`config.mk`:
```
export PLATFORM = sky130hd
export DESIGN_NAME = scd_host_flat
export DESIGN_NICKNAME = d
export VERILOG_FILES = /design/src/scd_pkg.sv /design/src/scd_link_if.sv /design/src/scd_host.sv /design/src/flat_wrapper.sv
export SDC_FILE = /design/constraint.sdc
export NUM_CORES = 2
export LEC_CHECK = 0
export BUFFER_PORTS_ARGS = -buffer_cell sky130_fd_sc_hd__buf_2
export CORE_MARGIN = 1.5
export CORE_UTILIZATION = 57
export DETAILED_ROUTE_END_ITERATION = 12
export GPL_ROUTABILITY_DRIVEN = 1
export PLACE_DENSITY = 0.75
export SLEW_MARGIN = 0
export SYNTH_ARGS = -nofsm -noshare
export SYNTH_HDL_FRONTEND = slang
export SYNTH_SLANG_ARGS = --single-unit
export TNS_END_PERCENT = 20
```
`constraint.sdc`:
```
create_clock -name ref_clk -period 2.5 [get_ports ref_clk]
set_input_delay 0.125 -clock ref_clk [delete_from_list [all_inputs] [get_ports ref_clk]]
set_output_delay 0.125 -clock ref_clk [all_outputs]
set_load 0.05 [all_outputs]
```
`src/scd_pkg.sv`:
```
package scd_pkg;

  // Register map seen on the link
  localparam logic [7:0] ADDR_RSVD_A = 8'h08;
  localparam logic [7:0] ADDR_RSVD_B = 8'h09;
  localparam logic [7:0] ADDR_CONFIG = 8'h0a;
  localparam logic [7:0] ADDR_RSVD_C = 8'h0b;
  localparam logic [7:0] ADDR_OUT_LO = 8'h0c;
  localparam logic [7:0] ADDR_OUT_HI = 8'h0d;

  // Configuration field positions
  localparam int BIT_SOFT_RESET = 7;
  localparam int BIT_GATING     = 6;
  localparam int BIT_SELF_TEST  = 5;
  localparam int BIT_CPI        = 4;
  localparam int BIT_DUMP       = 3;
  localparam int BIT_AWAKE      = 0;
  localparam logic [7:0] CONFIG_RESET   = 8'h00;
  localparam logic [7:0] CONFIG_RW_MASK = 8'h59;

  // Pixel readout
  localparam int         BIT_PIX_INVALID  = 7;
  localparam logic [7:0] PIX_FIRST        = 8'h00;
  localparam logic [7:0] PIX_LAST         = 8'hff;
  localparam logic [7:0] PIX_INVALID_WORD = 8'h80;

  // Self-test signatures
  localparam logic [15:0] SIG_RESULT1 = 16'hdbfd;
  localparam logic [15:0] SIG_RESULT2 = 16'h20d6;

  // Timing
  localparam int unsigned CLK_HZ           = 25_000_000;
  localparam int unsigned FRAME_RATE_FPS   = 1500;
  localparam int unsigned FRAME_CYCLES     = CLK_HZ / FRAME_RATE_FPS;
  localparam int unsigned SLEEP_TIME_MS    = 1000;
  localparam int unsigned SLEEP_CYCLES     = CLK_HZ / 1000 * SLEEP_TIME_MS;
  localparam int unsigned SELFTEST_TIME_US = 2000;
  localparam int unsigned SELFTEST_CYCLES  = CLK_HZ / 1_000_000 * SELFTEST_TIME_US;

  // Host controller user registers
  localparam logic [2:0] HREG_ADDR     = 3'h0;
  localparam logic [2:0] HREG_WDATA    = 3'h1;
  localparam logic [2:0] HREG_CTRL     = 3'h2;
  localparam logic [2:0] HREG_STATUS   = 3'h3;
  localparam logic [2:0] HREG_RD_UP    = 3'h4;
  localparam logic [2:0] HREG_RD_LO    = 3'h5;
  localparam logic [2:0] HREG_PIX_IDX  = 3'h6;
  localparam logic [2:0] HREG_PIX_DATA = 3'h7;
  localparam int CMD_WRITE = 0;
  localparam int CMD_READ  = 1;
  localparam int CMD_PAIR  = 2;
  localparam int CMD_DUMP  = 3;
  localparam logic [7:0] DUMP_START_CONFIG = 8'h09;
  localparam logic [7:0] DUMP_END_CONFIG   = 8'h01;

endpackage : scd_pkg

```
`src/scd_link_if.sv`:
```
`timescale 1ns/1ps
interface scd_link_if;
  logic [7:0] addr;
  logic [7:0] wdata;
  logic       wr;
  logic       rd;
  logic [7:0] rdata;
  logic       busy;

  modport dev (input addr, input wdata, input wr, input rd, output rdata, output busy);
  modport host (output addr, output wdata, output wr, output rd, input rdata, input busy);
endinterface : scd_link_if

```
`src/scd_host.sv`:
```
// Chosen here: the plain strobed port.
`timescale 1ns/1ps
module scd_host (
  input  wire logic       ref_clk,
  input  wire logic       reset,
  scd_link_if.host        link,
  input  wire logic [2:0] addr,
  input  wire logic [7:0] wdata,
  input  wire logic       wr,
  input  wire logic       rd,
  output logic      [7:0] rdata
);

  typedef enum logic [3:0] {
    H_IDLE    = 4'h0,
    H_WR_GAP  = 4'h1,
    H_RD_WAIT = 4'h2,
    H_RD_CAP  = 4'h3,
    H_UP_WAIT = 4'h4,
    H_UP_CAP  = 4'h5,
    H_LO_WAIT = 4'h6,
    H_LO_CAP  = 4'h7
  } scd_host_st_t;

  typedef struct packed {
    scd_host_st_t state;
    logic [3:0]   pend;
    logic         dumping;
    logic         dump_done;
    logic [7:0]   cmd_addr;
    logic [7:0]   cmd_wdata;
    logic [7:0]   rd_up;
    logic [7:0]   rd_lo;
    logic [7:0]   pix_idx;
    logic [7:0]   view_idx;
    logic         lwr;
    logic         lrd;
    logic [7:0]   laddr;
    logic [7:0]   lwdata;
    logic [7:0]   urdata;
  } scd_host_state_t;

  scd_host_state_t s;
  scd_host_state_t next_s;
  logic [5:0]      pix_mem [256];
  logic            pix_we;
  logic            engine_busy;

  assign engine_busy = (s.state != H_IDLE) || (s.pend != 4'h0);
  // Keep a pixel only when flagged valid and at the expected address
  assign pix_we = (s.state == H_LO_CAP) && s.dumping && !link.rdata[scd_pkg::BIT_PIX_INVALID]
                  && (s.rd_up == s.pix_idx);

  // Next-state logic
  always_comb
  begin
    next_s        = s;
    next_s.lwr    = 1'b0;
    next_s.lrd    = 1'b0;
    next_s.urdata = 8'h00;

    // User register port
    if (wr)
    begin
      case (addr)
        scd_pkg::HREG_ADDR:    next_s.cmd_addr  = wdata;
        scd_pkg::HREG_WDATA:   next_s.cmd_wdata = wdata;
        scd_pkg::HREG_PIX_IDX: next_s.view_idx  = wdata;
        scd_pkg::HREG_CTRL:
        begin
          // Orders while busy are dropped
          if (!engine_busy)
          begin
            next_s.pend = wdata[3:0];
          end
        end
        default: next_s.pend = s.pend;
      endcase
    end
    if (rd)
    begin
      case (addr)
        scd_pkg::HREG_ADDR:     next_s.urdata = s.cmd_addr;
        scd_pkg::HREG_WDATA:    next_s.urdata = s.cmd_wdata;
        scd_pkg::HREG_CTRL:     next_s.urdata = {4'h0, s.pend};
        scd_pkg::HREG_STATUS:   next_s.urdata = {5'h00, link.busy, s.dump_done, engine_busy};
        scd_pkg::HREG_RD_UP:    next_s.urdata = s.rd_up;
        scd_pkg::HREG_RD_LO:    next_s.urdata = s.rd_lo;
        scd_pkg::HREG_PIX_IDX:  next_s.urdata = s.view_idx;
        scd_pkg::HREG_PIX_DATA: next_s.urdata = {2'b00, pix_mem[s.view_idx]};
        default:                next_s.urdata = 8'h00;
      endcase
    end

    // Link engine
    unique case (s.state)
      H_IDLE:
      begin
        // Nothing goes out while the self test runs
        if (s.pend != 4'h0 && !link.busy)
        begin
          next_s.pend = 4'h0;
          if (s.pend[scd_pkg::CMD_DUMP])
          begin
            next_s.lwr       = 1'b1;
            next_s.laddr     = scd_pkg::ADDR_CONFIG;
            next_s.lwdata    = scd_pkg::DUMP_START_CONFIG;
            next_s.dumping   = 1'b1;
            next_s.dump_done = 1'b0;
            next_s.pix_idx   = scd_pkg::PIX_FIRST;
            next_s.state     = H_WR_GAP;
          end
          else if (s.pend[scd_pkg::CMD_PAIR])
          begin
            next_s.lrd   = 1'b1;
            next_s.laddr = scd_pkg::ADDR_OUT_HI;
            next_s.state = H_UP_WAIT;
          end
          else if (s.pend[scd_pkg::CMD_READ])
          begin
            next_s.lrd   = 1'b1;
            next_s.laddr = s.cmd_addr;
            next_s.state = H_RD_WAIT;
          end
          else
          begin
            next_s.lwr    = 1'b1;
            next_s.laddr  = s.cmd_addr;
            next_s.lwdata = s.cmd_wdata;
            next_s.state  = H_WR_GAP;
          end
        end
      end
      H_WR_GAP:
      begin
        // One spare cycle lets a self-test busy become visible
        if (s.dumping)
        begin
          next_s.lrd   = 1'b1;
          next_s.laddr = scd_pkg::ADDR_OUT_HI;
          next_s.state = H_UP_WAIT;
        end
        else
        begin
          next_s.state = H_IDLE;
        end
      end
      H_RD_WAIT: next_s.state = H_RD_CAP;
      H_RD_CAP:
      begin
        next_s.rd_lo = link.rdata;
        next_s.state = H_IDLE;
      end
      H_UP_WAIT: next_s.state = H_UP_CAP;
      H_UP_CAP:
      begin
        // High byte first, low byte straight after
        next_s.rd_up = link.rdata;
        next_s.lrd   = 1'b1;
        next_s.laddr = scd_pkg::ADDR_OUT_LO;
        next_s.state = H_LO_WAIT;
      end
      H_LO_WAIT: next_s.state = H_LO_CAP;
      H_LO_CAP:
      begin
        next_s.rd_lo = link.rdata;
        next_s.state = H_IDLE;
        if (s.dumping)
        begin
          if (pix_we && s.pix_idx == scd_pkg::PIX_LAST)
          begin
            next_s.lwr       = 1'b1;
            next_s.laddr     = scd_pkg::ADDR_CONFIG;
            next_s.lwdata    = scd_pkg::DUMP_END_CONFIG;
            next_s.dumping   = 1'b0;
            next_s.dump_done = 1'b1;
            next_s.state     = H_WR_GAP;
          end
          else
          begin
            // Poll again until the flag drops
            if (pix_we)
            begin
              next_s.pix_idx = s.pix_idx + 8'h01;
            end
            next_s.lrd   = 1'b1;
            next_s.laddr = scd_pkg::ADDR_OUT_HI;
            next_s.state = H_UP_WAIT;
          end
        end
      end
    endcase
  end

  // State register
  always_ff @(posedge ref_clk or posedge reset)
  begin
    if (reset)
    begin
      s       <= '0;
      s.state <= H_IDLE;
    end
    else
    begin
      s <= next_s;
    end
  end

  // Captured image; contents need no reset
  always_ff @(posedge ref_clk)
  begin
    if (pix_we)
    begin
      pix_mem[s.pix_idx] <= link.rdata[5:0];
    end
  end

  assign link.wr    = s.lwr;
  assign link.rd    = s.lrd;
  assign link.addr  = s.laddr;
  assign link.wdata = s.lwdata;
  assign rdata      = s.urdata;

endmodule : scd_host

```
`src/flat_wrapper.sv`:
```
// flat-port wrapper written by rule: the top's interface ports become plain ports
module scd_host_flat 
  (ref_clk, reset, addr, wdata, wr, rd, rdata, link_addr, link_wdata, link_wr, link_rd, link_rdata, link_busy);
  scd_link_if link_i ();
  input  wire logic ref_clk;
  input  wire logic reset;
  input  wire logic [2:0] addr;
  input  wire logic [7:0] wdata;
  input  wire logic wr;
  input  wire logic rd;
  output logic      [7:0] rdata;
  output wire logic [$bits(link_i.addr)-1:0] link_addr;
  output wire logic [$bits(link_i.wdata)-1:0] link_wdata;
  output wire logic [$bits(link_i.wr)-1:0] link_wr;
  output wire logic [$bits(link_i.rd)-1:0] link_rd;
  input wire logic [$bits(link_i.rdata)-1:0] link_rdata;
  input wire logic [$bits(link_i.busy)-1:0] link_busy;
  assign link_addr = link_i.addr;
  assign link_wdata = link_i.wdata;
  assign link_wr = link_i.wr;
  assign link_rd = link_i.rd;
  assign link_i.rdata = link_rdata;
  assign link_i.busy = link_busy;
  scd_host u_core (.ref_clk(ref_clk), .reset(reset), .link(link_i), .addr(addr), .wdata(wdata), .wr(wr), .rd(rd), .rdata(rdata));
endmodule
```
==> qor.txt <==
GRT Overall Usage: 30.02%
Clock Root Buffer: clkbuf_16
storage element area: 48220 um2
WL/cell: 30.48 um
H-tree depth: 4
Worst slew margin: 29.26%
Final Hold Viols: 0
CP bufs+invs: 3
residual DRC count: 0
Pleak: 26.18 nW
ANT nets after route: 0
clk buf depth: 3
hpwl dp: 110800 um
die footprint: 115400 um2
Yosys top cell by area: edfxtp_1
final instance area: 77020 um2
fin nets: 4077
Mapped Nets: 3381
dominant synthesized flop cell: edfxtp_1
Post-Syn Instances: 3353
P_sw: 18.08 mW
Sw Ratio: 26.89%
combinational group share of total power: 20.5%
DR pass1 iterations: 6
final wirelength: 173000 um
Post-synth EDFFs: 1536
Clock Sinks: 1619
RSZ-0062 raised after global routing: yes
sequential share of the synthesized area: 74.56%
Syn-to-layout area delta: 19.14%
placed insts: 5334
global route overflow: 0
Internal: 49.15 mW
clock power share: 34.0%
Least-Margin Pin Slew: 1.061 ns
failing checks: setup timing
Power Dens Cells: 872.9 nW/um2
Async SR Flop Fraction: 5.127%
crit share post-route: 119.2%
top cells by area, synth: edfxtp_1 (71%), mux4_2 (10%), dfrtp_1 (3.2%)
final slew viol count: 0
synth unique cells: 66
top-area cell type share of the netlist area: 71.35%
core area: 112500 um2
synthesized cell area: 64650 um2
crit-path cells: buf_12 > buf_16 > buf_12 > mux4_2 > o22ai_1 > a2111oi_1 > nand4_1 > a31oi_1
Setup crit end kind: flip-flop
Setup Skew: 0.02985 ns
fin cells: 5675
synthesized flop and latch total: 1619
Pwr Total: 67.23 mW
critical path startpoint category: flip-flop
global placement routability congestion: 0.9768
multi-input logic area: 15220 um2
Max-Cap Viols: 0
VDD IR max: 0.8928 mV
Die X: 339.8 um
largest net degree at the start of global routing: 144
TritonCTS Buffers: 156
commonest non-fill, non-tap cell in the layout: edfxtp_1
CP peak stage delay: 0.81 ns
layout cells sized above 1: 33.49%
crit path kind: flip-flop to flip-flop
final setup violation count: 6
arrival time worst endpoint: 3.67 ns
Filler cells: 6722
Die Y: 339.8 um
Seq pwr share: 45.5%
WHS: 0.01355 ns
first-pass GRT wire length: 249900 um
Place WS: -0.7055 ns
FMAX: 335.5 MHz
vias in the first global route: 36820
minimum clock period: 2.981 ns
Syn Area/Cell: 19.28 um2
IO Port Bufs: 49
Top Ports: 50
Yosys warnings: 0
commonest non-fill, non-tap cells in the layout: edfxtp_1 (1536), buf_4 (603), mux4_2 (312), nor2_1 (293), mux2i_1 (195)
Via-to-Cell Ratio: 6.567
Via Count: 37270
First DRT Iteration DRCs: 5736
hold crit path type: input port to flip-flop
CP dominant cell by count: buf_12
later-pin clock latency in the skew report: 0.77 ns
post-layout util: 68.46%
cell family with the largest share of critical-path delay: compound AO/OA/AOI/OAI gates
status: complete, but fails checks
slowest CP cell: a2111oi_1
setup TNS: -2.369 ns
final worst setup slack: -0.4808 ns
Rows: 123
antenna violations before repair: 10
Initial Util: 57.46%
CTS tree: done
Clk pin slew, worst setup/hold paths: 0.06 ns
CP required: 3.19 ns
Placed Area: 70900 um2
CP Max Fanout: 20
[worst reg2reg max path, delay by kind of cell (launching register included)]
family,cells,cell delay (ns)
and+or+nand+nor,1,0.29
buffers and inverters,3,0.53
AOI/OAI and AO/OA,3,1.20
muxes,1,0.36
DFF,1,0.53
[per-layer routing]
metal / up-vias / global-route usage, % / part of all wire [%]
met5: - / 0 / 0.0064
met4: 2 / 12.67 / 4.4
met3: 475 / 5.998 / 12
met2: 2672 / 46.50 / 47
met1: 19090 / 42.25 / 37
li1: 15030 / - / -
[cell usage after synthesis, types with 4 or more instances]
cell type / instances
buf_2: 30
mux4_2: 298
buf_1: 11
o31ai_1: 6
and3_1: 8
o22ai_1: 54
clkbuf_1: 96
o21ai_1: 4
buf_12: 8
nand4_1: 14
mux4_1: 32
nor3_1: 20
xnor2_1: 8
dfrtp_1: 83
a22o_1: 9
o221ai_1: 48
a221oi_1: 4
mux2_2: 42
buf_4: 41
a22oi_1: 11
a2111oi_0: 10
a21oi_1: 49
nor2b_1: 22
buf_6: 20
buf_8: 17
inv_1: 13
nand2_1: 138
o21ai_0: 65
a211oi_1: 16
nand3_1: 28
nor2_1: 312
o221ai_2: 5
mux2i_1: 197
a31oi_1: 10
and2_1: 9
ha_1: 4
edfxtp_1: 1536
nor4_1: 11
o211ai_1: 11
[logic make-up after synthesis]
group	share of synthesized area, %
and+or+nand+nor	3.886
DFF	74.56
AOI/OAI and AO/OA	3.470
adders and majority gates	0.07742
muxes	15.46
buffers and inverters	2.431
xor gates and xnor gates	0.1084
[cell type report]
class                   instances  share of cell area (%)
repair buffers                763                   8.709
diodes                          1                0.003249
multi-input cells            1494                   19.77
inverters                      15                 0.07798
clock inverters                69                  0.7700
clock buffers                 214                   5.635
flip-flops and latches       1619                   62.60
well taps                    1500                   2.437
[registers in the layout (all words and copies together) (netlist names)]
| signal | cells |
|---|---|
| u_core.link.wr | 1 |
| u_core.pix_mem | 1536 |
| u_core.s | 57 |
| u_core.link.wdata | 8 |
| u_core.rdata | 8 |
| u_core.link.rd | 1 |
| u_core.link.addr | 8 |
[power by group through the flow]
stage / clock network, mW / logic (mW) / registers [mW]
after detailed placement: 0 / 12.6 / 31.1
after floorplan: 0 / 7.87 / 31.0
after CTS: 23.0 / 13.4 / 30.5
final: 22.9 / 13.8 / 30.6
after global placement: 0 / 12.4 / 31.1
after global routing: 24.1 / 14.3 / 30.6
[path summary, 6_finish.rpt]
kind	start	to	slack (ns)	cells past startpoint
setup / recovery	u_core.s[26]	u_core.rdata[3]	-0.48	8
hold / removal	link_rdata[2]	u_core.pix_mem[122][2]	0.01	1
setup reg to reg	u_core.s[26]	u_core.rdata[3]	-0.48	8
hold reg to reg	u_core.link.wdata[4]	u_core.link.wdata[4]	0.48	2
max in group asynchronous	reset	u_core.s[30]	1.31	5
min in group asynchronous	reset	u_core.link.addr[2]	0.54	4
[what timing repair did]
item                                   in CTS  in global routing
hold buffers                               23                  0
resized for setup                         104                 57
pin swaps                                  19                 15
cloned                                      6                  1
setup endpoints to repair                  53               1367
endpoints found under the hold margin     264                  0
buffers inserted                           23                  5
No activity file was read; power rests on OpenSTA's default activity.
